## src/rtl/nvac_pkg.sv

```systemverilog
// constants and types shared by the nonvolatile access controller
package nvac_pkg;
  // register byte addresses on the apb bus
  localparam logic [7:0] OFS_DATA_LOW  = 8'h00;
  localparam logic [7:0] OFS_ADDR_LOW  = 8'h04;
  localparam logic [7:0] OFS_DATA_HIGH = 8'h08;
  localparam logic [7:0] OFS_ADDR_HIGH = 8'h0C;
  localparam logic [7:0] OFS_CONTROL   = 8'h10;
  localparam logic [7:0] OFS_UNLOCK    = 8'h14;
  localparam logic [7:0] OFS_FLAGS2    = 8'h18;
  // control register fields
  localparam int CTL_RD_BIT    = 0;
  localparam int CTL_WR_BIT    = 1;
  localparam int CTL_PERM_BIT  = 2;
  localparam int CTL_ABORT_BIT = 3;
  localparam int CTL_SPACE_BIT = 7;
  // flag register 2 field
  localparam int FLG_DONE_BIT  = 4;
  // field widths
  localparam int DATA_HI_W     = 6;
  localparam int ADDR_HI_W     = 5;
  localparam int PROG_WORD_W   = 14;
  localparam int PROG_ADDR_W   = 13;
  // reset values
  localparam logic [7:0] RST_BYTE = 8'h00;
  // unlock sequence keys
  localparam logic [7:0] KEY_FIRST  = 8'h55;
  localparam logic [7:0] KEY_SECOND = 8'hAA;
  // write cycle time, erase then program
  localparam int WRITE_TIME_NS = 5000;
  localparam int CLK_PERIOD_NS = 8;
  localparam int WRITE_CYCLES  = (WRITE_TIME_NS + CLK_PERIOD_NS - 1) / CLK_PERIOD_NS;
  localparam int ERASE_CYCLES  = WRITE_CYCLES / 2;
  typedef enum logic [1:0] {
    ST_IDLE    = 2'b00,
    ST_ERASE   = 2'b01,
    ST_PROGRAM = 2'b11
  } nvac_state_e;
endpackage : nvac_pkg

```

## src/rtl/nvac_ctrl.sv

```systemverilog
// data eeprom and program memory indirect access controller
//
// Local design decisions: register access over APB and the register offsets.
`timescale 1ns/1ps
module nvac_ctrl #(
  parameter int PROG_WORDS   = 4096,
  parameter int WRITE_CYCLES = nvac_pkg::WRITE_CYCLES,
  parameter int ERASE_CYCLES = nvac_pkg::ERASE_CYCLES
) (
  input  wire logic        CLK,           // core clock, 125 MHz
  input  wire logic        SYS_RST,       // synchronous reset, high
  input  wire logic        POR,           // power-up reset, high
  input  wire logic        EXT_RST,       // external pin or watchdog reset, high
  input  wire logic        CODE_PROTECT,  // code protection active
  input  wire logic [1:0]  SELF_PROGRAM_LOCK, // self-write protect field, unused since program space is never written
  input  wire logic        PSEL,          // apb select
  input  wire logic        PENABLE,       // apb access phase
  input  wire logic        PWRITE,        // apb direction
  input  wire logic [7:0]  PADDR,         // apb byte address
  input  wire logic [31:0] PWDATA,        // apb write data
  input  wire logic [3:0]  PSTRB,         // apb byte strobes
  output logic             PREADY,        // apb ready
  output logic      [31:0] PRDATA,        // apb read data
  output logic             PSLVERR,       // apb error
  input  wire logic        PGM_REQ,       // external programmer request
  input  wire logic [7:0]  PGM_ADDR,      // programmer data address
  output logic             PGM_GRANT,     // programmer access granted
  output logic      [7:0]  PGM_RDATA,     // programmer read data
  output logic      [12:0] PROG_ADDR,     // program store word address
  input  wire logic [13:0] PROG_RDATA,    // program store word
  output logic             BUSY           // write cycle in progress
);
  localparam int PAW = $clog2(PROG_WORDS);
  localparam logic [nvac_pkg::PROG_ADDR_W-1:0] PROG_MASK =
    nvac_pkg::PROG_ADDR_W'(PROG_WORDS - 1);

  // program words come from a store outside this block
  logic [7:0]  data_low_ff;
  logic [7:0]  addr_low_ff;
  logic [nvac_pkg::DATA_HI_W-1:0] data_high_ff;
  logic [nvac_pkg::ADDR_HI_W-1:0] addr_high_ff;
  logic        space_ff;
  logic        permit_ff;
  logic        abort_ff;
  logic        rd_ff;
  logic        wr_ff;
  logic        rd_pend_ff;
  logic        done_ff;
  logic [1:0]  key_ff;
  nvac_pkg::nvac_state_e state_ff;
  logic [15:0] tmr_ff;
  logic [7:0]  mem_rdata;
  logic        mem_we;
  logic [7:0]  mem_wdata;
  logic [7:0]  mem_addr;

  // apb decode
  logic acc;
  logic wr_acc;
  logic [7:0] wb;
  assign acc    = PSEL && PENABLE && PREADY;
  assign wr_acc = acc && PWRITE && PSTRB[0];
  assign wb     = PWDATA[7:0];

  function automatic logic hit(input logic [7:0] a, input logic [7:0] ofs);
    hit = (a == ofs);
  endfunction : hit

  function automatic logic mapped(input logic [7:0] a);
    mapped = hit(a, nvac_pkg::OFS_DATA_LOW) || hit(a, nvac_pkg::OFS_ADDR_LOW)
          || hit(a, nvac_pkg::OFS_DATA_HIGH) || hit(a, nvac_pkg::OFS_ADDR_HIGH)
          || hit(a, nvac_pkg::OFS_CONTROL) || hit(a, nvac_pkg::OFS_UNLOCK)
          || hit(a, nvac_pkg::OFS_FLAGS2);
  endfunction : mapped

  // full reach of the address pair
  logic [nvac_pkg::PROG_ADDR_W-1:0] prog_addr;
  assign prog_addr = {addr_high_ff, addr_low_ff};
  // address wraps inside the fitted store size
  assign PROG_ADDR = prog_addr & PROG_MASK;

  // quarters from the bottom up to ~lock locked by field value; 11 locks none
  function automatic logic prog_locked(input logic [1:0] lock,
                                       input logic [nvac_pkg::PROG_ADDR_W-1:0] a);
    logic [1:0] blk;
    blk = a[PAW-1 -: 2];
    prog_locked = (lock == 2'b11) ? 1'b0 : (blk <= ~lock);
  endfunction : prog_locked

  // trigger set conditions
  logic ctl_wr;
  logic start_rd;
  logic start_wr;
  assign ctl_wr   = wr_acc && hit(PADDR, nvac_pkg::OFS_CONTROL);
  assign start_rd = ctl_wr && wb[nvac_pkg::CTL_RD_BIT] && !rd_ff && !wr_ff;
  assign start_wr = ctl_wr && wb[nvac_pkg::CTL_WR_BIT] && !wr_ff
                 && permit_ff && !wb[nvac_pkg::CTL_SPACE_BIT] && !space_ff
                 && key_ff == 2'd2;

  // external programmer only when not protected and idle
  logic pgm_ok;
  assign pgm_ok = PGM_REQ && !CODE_PROTECT && state_ff == nvac_pkg::ST_IDLE;

  // erase writes blank byte, then program writes the value
  always_comb begin
    mem_we    = 1'b0;
    mem_wdata = 8'hFF;
    // programmer borrows the read port only while no write runs
    mem_addr  = pgm_ok ? PGM_ADDR : addr_low_ff;
    if (state_ff == nvac_pkg::ST_ERASE && tmr_ff == 16'h0000) begin
      mem_we = 1'b1;
    end
    if (state_ff == nvac_pkg::ST_PROGRAM && tmr_ff == 16'h0000) begin
      mem_we    = 1'b1;
      mem_wdata = data_low_ff;
    end
  end

  nvac_mem #(.AW(8), .DW(8)) u_mem (
    .clk   (CLK),
    .we    (mem_we),
    .addr  (mem_addr),
    .wdata (mem_wdata),
    .rdata (mem_rdata)
  );

  // write cycle sequenced by internal timer
  always_ff @(posedge CLK) begin
    if (SYS_RST || EXT_RST) begin
      state_ff <= nvac_pkg::ST_IDLE;
      tmr_ff   <= 16'h0000;
    end else begin
      unique case (state_ff)
        nvac_pkg::ST_IDLE: begin
          if (start_wr) begin
            state_ff <= nvac_pkg::ST_ERASE;
            tmr_ff   <= 16'(ERASE_CYCLES - 1);
          end
        end
        nvac_pkg::ST_ERASE: begin
          if (tmr_ff == 16'h0000) begin
            state_ff <= nvac_pkg::ST_PROGRAM;
            tmr_ff   <= 16'(WRITE_CYCLES - ERASE_CYCLES - 1);
          end else begin
            tmr_ff <= tmr_ff - 16'h0001;
          end
        end
        nvac_pkg::ST_PROGRAM: begin
          if (tmr_ff == 16'h0000) begin
            state_ff <= nvac_pkg::ST_IDLE;
          end else begin
            tmr_ff <= tmr_ff - 16'h0001;
          end
        end
        default: begin
          state_ff <= nvac_pkg::ST_IDLE;
        end
      endcase
    end
  end

  logic wr_done;
  assign wr_done = state_ff == nvac_pkg::ST_PROGRAM && tmr_ff == 16'h0000;

  // unlock key tracker: two keys in order arm one write
  always_ff @(posedge CLK) begin
    if (SYS_RST || EXT_RST) begin
      key_ff <= 2'd0;
    end else if (wr_acc && hit(PADDR, nvac_pkg::OFS_UNLOCK)) begin
      if (wb == nvac_pkg::KEY_FIRST) begin
        key_ff <= 2'd1;
      end else if (wb == nvac_pkg::KEY_SECOND && key_ff == 2'd1) begin
        key_ff <= 2'd2;
      end else begin
        key_ff <= 2'd0;
      end
    end else if (wr_acc || start_wr) begin
      key_ff <= 2'd0;
    end
  end

  // triggers set by software, cleared by hardware
  always_ff @(posedge CLK) begin
    if (SYS_RST || EXT_RST) begin
      rd_ff      <= 1'b0;
      wr_ff      <= 1'b0;
      rd_pend_ff <= 1'b0;
    end else begin
      rd_ff      <= start_rd;
      rd_pend_ff <= start_rd;
      if (start_wr) begin
        wr_ff <= 1'b1;
      end else if (wr_done) begin
        wr_ff <= 1'b0;
      end
    end
  end

  // space select, permit clear at reset
  always_ff @(posedge CLK) begin
    if (SYS_RST || EXT_RST) begin
      space_ff  <= 1'b0;
      permit_ff <= 1'b0;
    end else if (ctl_wr) begin
      space_ff  <= wb[nvac_pkg::CTL_SPACE_BIT];
      permit_ff <= wb[nvac_pkg::CTL_PERM_BIT];
    end
  end

  // abort flag survives external reset, cleared by power-up or a control write
  always_ff @(posedge CLK) begin
    if (POR) begin
      abort_ff <= 1'b0;
    end else if (EXT_RST && state_ff != nvac_pkg::ST_IDLE) begin
      abort_ff <= 1'b1;
    end else if (ctl_wr) begin
      abort_ff <= wb[nvac_pkg::CTL_ABORT_BIT];
    end
  end

  // done flag, set wins over a software clear
  always_ff @(posedge CLK) begin
    if (SYS_RST) begin
      done_ff <= 1'b0;
    end else if (wr_done) begin
      done_ff <= 1'b1;
    end else if (wr_acc && hit(PADDR, nvac_pkg::OFS_FLAGS2)) begin
      done_ff <= wb[nvac_pkg::FLG_DONE_BIT];
    end
  end

  logic [nvac_pkg::PROG_WORD_W-1:0] prog_word;
  assign prog_word = PROG_RDATA;

  // data registers updated the cycle after the trigger
  always_ff @(posedge CLK) begin
    if (SYS_RST) begin
      data_low_ff  <= nvac_pkg::RST_BYTE;
      data_high_ff <= '0;
    end else if (rd_pend_ff && space_ff) begin
      data_low_ff  <= prog_word[7:0];
      data_high_ff <= prog_word[nvac_pkg::PROG_WORD_W-1:8];
    end else if (rd_pend_ff) begin
      data_low_ff <= mem_rdata;
    end else if (wr_acc && hit(PADDR, nvac_pkg::OFS_DATA_LOW) && !wr_ff) begin
      data_low_ff <= wb;
    end else if (wr_acc && hit(PADDR, nvac_pkg::OFS_DATA_HIGH)) begin
      data_high_ff <= wb[nvac_pkg::DATA_HI_W-1:0];
    end
  end

  // software loads address bytes; held stable during a write
  always_ff @(posedge CLK) begin
    if (SYS_RST) begin
      addr_low_ff  <= nvac_pkg::RST_BYTE;
      addr_high_ff <= '0;
    end else if (wr_acc && !wr_ff) begin
      if (hit(PADDR, nvac_pkg::OFS_ADDR_LOW)) begin
        addr_low_ff <= wb;
      end
      if (hit(PADDR, nvac_pkg::OFS_ADDR_HIGH)) begin
        addr_high_ff <= wb[nvac_pkg::ADDR_HI_W-1:0];
      end
    end
  end

  // external programmer path, one cycle behind grant
  always_ff @(posedge CLK) begin
    if (SYS_RST) begin
      PGM_GRANT <= 1'b0;
      PGM_RDATA <= 8'h00;
    end else begin
      PGM_GRANT <= pgm_ok;
      PGM_RDATA <= pgm_ok ? mem_rdata : 8'h00;
    end
  end

  // read mux
  logic [7:0] rd_byte;
  always_comb begin
    rd_byte = 8'h00;
    unique case (PADDR)
      nvac_pkg::OFS_DATA_LOW:  rd_byte = data_low_ff;
      nvac_pkg::OFS_ADDR_LOW:  rd_byte = addr_low_ff;
      nvac_pkg::OFS_DATA_HIGH: rd_byte = {2'b00, data_high_ff};
      nvac_pkg::OFS_ADDR_HIGH: rd_byte = {3'b000, addr_high_ff};
      nvac_pkg::OFS_CONTROL:   rd_byte = {space_ff, 3'b000, abort_ff, permit_ff, wr_ff, rd_ff};
      nvac_pkg::OFS_UNLOCK:    rd_byte = 8'h00;
      nvac_pkg::OFS_FLAGS2:    rd_byte = {3'b000, done_ff, 4'h0};
      default:                 rd_byte = 8'h00;
    endcase
  end

  // no wait state: ready in the access phase's first cycle
  always_ff @(posedge CLK) begin
    if (SYS_RST) begin
      PREADY  <= 1'b0;
      PRDATA  <= 32'h0000_0000;
      PSLVERR <= 1'b0;
      BUSY    <= 1'b0;
    end else begin
      PREADY  <= PSEL && !PENABLE;
      PSLVERR <= PSEL && !PENABLE && !mapped(PADDR);
      PRDATA  <= (PSEL && !PENABLE && !PWRITE) ? {24'h00_0000, rd_byte} : 32'h0000_0000;
      // busy falls with the last program cycle, or at once on external reset
      BUSY    <= !EXT_RST && (((state_ff != nvac_pkg::ST_IDLE) && !wr_done) || start_wr);
    end
  end

endmodule : nvac_ctrl

```

## src/rtl/nvac_mem.sv

```systemverilog
// byte array with registered read port
`timescale 1ns/1ps
module nvac_mem #(
  parameter int AW = 8,
  parameter int DW = 8
) (
  input  wire logic          clk,    // core clock
  input  wire logic          we,     // write strobe
  input  wire logic [AW-1:0] addr,   // word address
  input  wire logic [DW-1:0] wdata,  // write data
  output logic      [DW-1:0] rdata   // registered read data
);
  logic [DW-1:0] mem [2**AW];

  always_ff @(posedge clk) begin
    if (we) begin
      mem[addr] <= wdata;
    end
    rdata <= mem[addr];
  end
endmodule : nvac_mem

```

## config.mk

```make
export PLATFORM = sky130hd
export DESIGN_NAME = nvac_ctrl
export DESIGN_NICKNAME = d
export VERILOG_FILES = /design/src/rtl/nvac_pkg.sv /design/src/rtl/nvac_ctrl.sv /design/src/rtl/nvac_mem.sv
export SDC_FILE = /design/constraint.sdc
export NUM_CORES = 2
export LEC_CHECK = 0
export ABC_CLOCK_PERIOD_IN_PS = 3800
export BUFFER_PORTS_ARGS = -buffer_cell sky130_fd_sc_hd__buf_2
export CAP_MARGIN = 30
export CELL_PAD_IN_SITES_DETAIL_PLACEMENT = 1
export CELL_PAD_IN_SITES_GLOBAL_PLACEMENT = 2
export CORE_MARGIN = 1.5
export CORE_UTILIZATION = 23
export CTS_BUF_LIST = sky130_fd_sc_hd__clkbuf_8
export DETAILED_ROUTE_END_ITERATION = 8
export GPL_TIMING_DRIVEN = 0
export PLACE_DENSITY_LB_ADDON = 0.1
export SETUP_SLACK_MARGIN = 0.02
export SYNTH_ARGS = -nofsm -noshare
export SYNTH_HDL_FRONTEND = slang
export SYNTH_SLANG_ARGS = --single-unit
```

## constraint.sdc

```tcl
create_clock -name CLK -period 3.8 [get_ports CLK]
set_clock_uncertainty 0.15 [all_clocks]
set_input_delay 0.57 -clock CLK [delete_from_list [all_inputs] [get_ports CLK]]
set_output_delay 0.57 -clock CLK [all_outputs]
set_load 0.05 [all_outputs]
```

Word level (Yosys, flattened, before mapping)
Memories as Yosys holds them, arrays and structs flattened. A register that Yosys moved wholly into a read port is not among the register bits.
Index checks and enable logic that the tools add are counted.
{ "totals": {"wordCells": 143, "n_memories": 1, "ramBits": 2048, "regBits": 97, "in_bits": 77, "output_inout_bits": 57} }
{ "mem_list": {"columns": ["name", "depth", "width", "read_ports", "rd_ports_with_merged_regs", "write_ports", "line_no", "text"], "rows": [
  ["u_mem.mem", 256, 8, 1, 1, 1, "nvac_mem.sv:13", "logic [DW-1:0] mem [2**AW];"]
]} }
{ "op_classes": {"n_eq_ne": 18, "n_mux": 32, "add_sub_neg": 1, "reduce_logical": 69, "bitwise": 2} }
{ "ops": {"columns": ["cell", "count"], "rows": [
  ["16-bit 2-to-1 mux", 3],
  ["16-bit one-hot mux with 3 select lines", 1],
  ["8-bit one-hot mux with 6 select lines", 1],
  ["8-bit 2-to-1 mux", 5],
  ["1-bit logical AND", 32],
  ["8-bit by 5-bit == test with 1-bit output (second input constant)", 3],
  ["6-bit 2-to-1 mux", 4],
  ["8-bit by 4-bit == test with 1-bit output (second input constant)", 2],
  ["16-bit zero test", 1],
  ["16-bit by 1-bit subtractor with 16-bit output (second input constant)", 1],
  ["2-bit 2-to-1 mux", 7],
  ["2-bit nonzero test", 6],
  ["1-bit zero test", 10],
  ["1-bit 2-to-1 mux", 10],
  ["1-bit logical OR", 9],
  ["3-bit AND reduction", 3],
  ["8-bit by 3-bit == test with 1-bit output (second input constant)", 1],
  ["8-bit by 7-bit == test with 1-bit output (second input constant)", 1],
  ["8-bit == test (second input constant)", 1],
  ["8-bit zero test", 1],
  ["2-bit != test (second input constant)", 4],
  ["2-bit one-hot mux with 3 select lines", 1],
  ["3-bit nonzero test", 2],
  ["2-bit by 1-bit == test with 1-bit output (second input constant)", 2],
  ["6 further kinds", 11]
]} }

Depth between registers and ports, before layout
{ "logic_depth": {"ltp_word": 14, "ltp_mapped": 14, "mapped_depth_nobuf": 9} }

Hierarchy
A second synthesis with hierarchy kept.
{ "unflattened": {"hier_cells": 3996, "hier_area_um2": 82334.0} }
{ "by_module_without_submodules": {"columns": ["mod", "instances", "seq_area_each_um2", "cells_each", "area_each_um2"], "rows": [
  ["nvac_mem", 1, 61659.1, 3547, 78492.8],
  ["nvac_ctrl", 1, 1461.4, 449, 3841.2]
]} }

Worst setup path after synthesis
OpenSTA, ideal clock, no wires.
{ "synth_path": {"path_kind": "reg-to-reg", "from": "register tmr_ff[0]", "to": "memory u_mem.mem[0][0] (data pin)", "setup_slack_ps": 52, "path_stages_with_launch": 9, "t_arrival_ps": 3044, "path_cell_list": "dfxtp_1 inv_1 ha_1 nor4b_1 nand4b_1 nor2_1 nand2_1 clkbuf_1 or2_2"} }
{ "synth_between": {"elab_chain_len": 3} }
{ "synth_lines": {"columns": ["element", "line_no", "text"], "rows": [
  ["start, declared", "nvac_ctrl.sv:51", "logic [15:0] tmr_ff;"],
  ["start signal, assigned", "nvac_ctrl.sv:137", "tmr_ff <= 16'(ERASE_CYCLES - 1);"],
  ["start signal, assigned", "nvac_ctrl.sv:143", "tmr_ff <= 16'(WRITE_CYCLES - ERASE_CYCLES - 1);"],
  ["start signal, assigned", "nvac_ctrl.sv:145", "tmr_ff <= tmr_ff - 16'h0001;"],
  ["16-bit zero test", "nvac_ctrl.sv:113", "if (state_ff == nvac_pkg::ST_PROGRAM && tmr_ff == 16'h0000) begin"],
  ["1-bit logical AND", "nvac_ctrl.sv:113", null],
  ["8-bit 2-to-1 mux", "nvac_ctrl.sv:113", null],
  ["via mem_wdata[0]", "nvac_ctrl.sv:54", "logic [7:0] mem_wdata;"],
  ["end, declared", "nvac_mem.sv:13", null]
]} }
The timed path passes the listed nets, and every way through them passes these cells.

Worst setup path in the final report
{ "layout_path": {"from": "register state_ff[0]", "to": "register u_mem.rdata[6], read port of u_mem.mem"} }
{ "layout_between": {"elab_chain_len": 3} }
{ "layout_lines": {"columns": ["element", "line_no", "text"], "rows": [
  ["start, declared", "nvac_ctrl.sv:50", "nvac_pkg::nvac_state_e state_ff;"],
  ["start signal, assigned", "nvac_ctrl.sv:130", "state_ff <= nvac_pkg::ST_IDLE;"],
  ["start signal, assigned", "nvac_ctrl.sv:136", "state_ff <= nvac_pkg::ST_ERASE;"],
  ["start signal, assigned", "nvac_ctrl.sv:142", "state_ff <= nvac_pkg::ST_PROGRAM;"],
  ["2-bit zero test", "nvac_ctrl.sv:102", "assign pgm_ok = PGM_REQ && !CODE_PROTECT && state_ff == nvac_pkg::ST_IDLE;"],
  ["1-bit logical AND", "nvac_ctrl.sv:102", null],
  ["8-bit 2-to-1 mux", "nvac_ctrl.sv:109", "mem_addr = pgm_ok ? PGM_ADDR : addr_low_ff;"],
  ["end, declared", "nvac_mem.sv:11", "output logic [DW-1:0] rdata"]
]} }
No other way between the ends.
A chain may end at the register's enable or synchronous reset.

==> results.py <==
metrics = {
    "finish": {
        "final.fill_count": 39100,
        "fin_nets": 7263,
        "area_occupied_by_multi_input_gates_mm2": 0.0220,
        "area.growth.synth_to_final_pct": 26.6,
        "ff_latch_area_mm2": 0.0631,
        "final_layout_size_suffix_gt1_share_pct": 20.9,
    },
    "route": {
        "drt.antenna.violating_nets": 0,
        "detail_route.vias_per_cell": 4.66,
        "detail_route.wirelength_um": 397000,
        "drt_drc_violations_left": 0,
        "drt_initial_violations": 4816,
        "num_vias": 57500,
        "routed_wire_length_per_instance_um": 32.1,
        "dr.pass1.iters": 5,
    },
    "critical_path": {
        "cp_data_arrival_time_ns": 5.32,
        "crit_path_end_kind": "register",
        "path_max_fanout": 10,
        "criticalPathCategory": "reg2reg",
        "crit_path_start_kind": "register",
        "worst-endpoint-required_ns": 4.71,
    },
    "floorplan": {
        "die_width_um": 609,
        "die_area_mm2": 0.371,
        "initial_core_util_pct": 23.1,
        "floorplan.rows": 222,
        "chipHeight_um": 609,
        "boundaryPins": 134,
        "core_area_mm2": 0.366,
    },
    "global_routing": {
        "grt_antenna_before_repair": 37,
        "grt_util_all_layers_pct": 20.5,
        "first_global_vias": 58800,
        "overflow": 0,
        "grt_max_degree": 62,
        "grt_first_pass_wirelength_um": 522000,
    },
    "synth": {
        "synthesis.area_per_instance_um2": 13.3,
        "cell_accounting_for_the_most_synthesized_area": "edfxtp_1",
        "proportion_of_netlist_area_held_by_the_largest_area_contributor_pct": 72.9,
        "ys_ff_latch": 2129,
        "synth_sequential_area_ratio_pct": 74.8,
        "syn-cell-area_mm2": 0.0844,
        "synth_edf_count": 2048,
        "syn_inst": 6351,
        "synth_ff_type": "edfxtp_1",
        "synth.distinct_cells": 57,
        "ys_top_cells_by_count": "2048 x edfxtp_1, 1730 x nand2_1, 672 x nand3_1",
        "post_synth_main_area_contributors": "edfxtp_1 73%, nand2_1 7.7%, nand3_1 4.0%",
        "synth.most_common_cell": "edfxtp_1",
        "synth_warnings": 0,
        "synth_async_reset_ratio_pct": 0,
    },
    "timing": {
        "postLayoutSetupSlackWorst_ns": -0.608,
        "setup_repair_after_global_routing_missed_its_margin": "yes",
        "timing_hold_violations_final": 0,
        "fin_crit_ns": 4.41,
        "max-slew-margin-rel_pct": 31.4,
        "setup_viol": 86,
        "final_critical_path_share_of_the_clock_period_pct": 116,
        "slew_of_the_pin_with_the_lowest_slew_margin_ns": 1.03,
        "whs_ns": 0.0898,
        "achievable-frequency_ghz": 0.227,
        "final_max_slew_viol_count": 0,
    },
    "clock_tree": {
        "clkTransAtPathRegs_ns": 0.06,
        "h-tree-depth": 5,
        "cts_tree": "yes",
        "cts_root_buf": "clkbuf_8",
        "clkSinkCount": 2129,
        "clock_path_buffers": 4,
        "cts_inserted_buffers": 399,
        "clk_latency_ns": 1.14,
    },
    "place": {
        "gp_congestion": 0.827,
        "total_of_buffers_placed_on_input_and_output_ports": 75,
        "dp_hpwl_um": 282000,
    },
    "run_status": {
        "outcome": "complete, but fails checks",
        "violations": "setup timing",
    },
    "power": {
        "power-per-cell-area_mw_per_mm2": 458,
        "power.static_leakage_nw": 32.0,
        "vdd.ir_drop.worst_uv": 244,
        "finalPower_mw": 48.9,
    },
    "run": {
        "cap_violations": 0,
    },
    "min_path": {
        "worstHoldPathType": "in2reg",
    },
}
## layer usage
| layer | up-vias | global-route usage [%] | wire length, um |
|---|---|---|---|
| met1 | 30300 | 28.5 | 181000 |
| met2 | 1461 | 33.7 | 186000 |
| li1 | 25300 | - | - |
| met3 | 502 | 2.89 | 18700 |
| met4 | 10 | 5.08 | 11100 |
| met5 | - | 0 | 61 |
## kinds of logic (layout without fill, tap and decap cells)
kind of cell | Yosys count | count (layout) | synth area share [%]
muxes | 216 | 216 | 3.12
DFF | 2129 | 2129 | 74.8
adders and majority gates | 2 | 2 | 0.0296
and+or+nand+nor | 3096 | 3106 | 15.9
AOI/OAI and AO/OA | 464 | 464 | 3.81
buffers and inverters | 443 | 1570 | 2.37
other | 1 | 46 | 0.00444
## sequential cells by signal (all words and copies together), names as in the netlist
| signal | flops |
|---|---|
| u_mem.mem | 2048 |
| tmr_ff | 16 |
| PGM_RDATA | 8 |
| PRDATA | 8 |
| addr_low_ff | 8 |
| data_low_ff | 8 |
| u_mem.rdata | 8 |
| data_high_ff | 6 |
| addr_high_ff | 5 |
| key_ff | 2 |
| state_ff | 2 |
| BUSY | 1 |
| PGM_GRANT | 1 |
| PREADY | 1 |
| PSLVERR | 1 |
| abort_ff | 1 |
| done_ff | 1 |
| permit_ff | 1 |
| rd_pend_ff | 1 |
| space_ff | 1 |
| wr_ff | 1 |
## critical path, cell delays in order, from the launching register on
cell      delay [ns]
dfxtp_2         0.33
nor4b_4         0.25
buf_6           0.18
buf_12          0.15
mux2i_4         0.27
buf_12          0.17
buf_12          0.12
clkbuf_4        0.28
clkbuf_1        0.76
a21oi_1         0.27
a22oi_1         0.31
a22oi_1         0.14
a21oi_1         0.57
nor3_1          0.19
nand3_4         0.15
## final timing paths
| kind | startpoint | endpoint | slack, ns | cells after the start |
|---|---|---|---|---|
| worst max register to register | state_ff[0] | u_mem.rdata[6] | -0.61 | 14 |
| worst max-delay path | state_ff[0] | u_mem.rdata[6] | -0.61 | 14 |
| worst min-delay path | PADDR[7] | data_high_ff[0] | 0.09 | 8 |
| worst min register to register | data_high_ff[4] | data_high_ff[4] | 0.35 | 2 |
## cell usage in the layout, fill, tap and decap left out, types with 29 or more instances in the layout
cell	instances
a21oi_1	91
a22oi_1	29
a31oi_1	161
a32oi_1	48
buf_12	77
buf_16	63
buf_2	144
buf_4	157
buf_6	53
buf_8	54
clkbuf_1	89
clkbuf_2	65
clkbuf_4	39
clkbuf_8	420
clkinv_1	109
clkinv_2	30
dfxtp_1	77
dlygate4sd3_1	50
edfxtp_1	2048
inv_1	160
mux2i_1	141
mux4_2	36
nand2_1	1705
nand3_1	661
nand4_1	230
nor2_1	113
nor2_2	66
nor2_4	164
## where the power goes
group | switching, mW | internal (mW) | total, mW | leakage (nW)
clock | 10.6 | 10.5 | 21.1 | 4.23
sequential | 0.0142 | 25.3 | 25.4 | 12.6
combinational | 1.74 | 0.729 | 2.47 | 15.1
total | 12.3 | 36.6 | 48.9 | 32.0
## repair_timing
action,4_1_cts,5_1_grt
hold buffers,50,0
buffers inserted,35,90
cloned,2,13
endpoints found under the setup margin,3580,2931
endpoints found under the hold margin,60,0
resized for setup,674,422
pin swaps,60,91
## cell type report
type | instances | area share (%)
flip-flops and latches | 2129 | 59.1
multi-input cells | 3813 | 20.6
well taps | 4816 | 5.64
clock buffers | 412 | 5.31
repair buffers | 405 | 5.00
plain buffers | 427 | 2.88
clock inverters | 317 | 1.43
diodes | 21 | 0.0492
inverters | 9 | 0.0340
## stage by stage
step           utilization, %  std cells  setup TNS (ns)  setup WS [ns]  instance area, um^2
2_1_floorplan               -       6375               0         0.0517                84500
3_3_place_gp             24.9      11300               -          -5.85                90900
3_5_place_dp             25.6      11400        -4485.23          -3.29                93700
4_1_cts                  28.5      12200         -653.77         -0.694               104000
5_1_grt                  29.2      12300          -29.53         -0.562               107000
6_report                 29.2      12300           -8.15         -0.608               107000
Power figures use the tool's default switching activity.
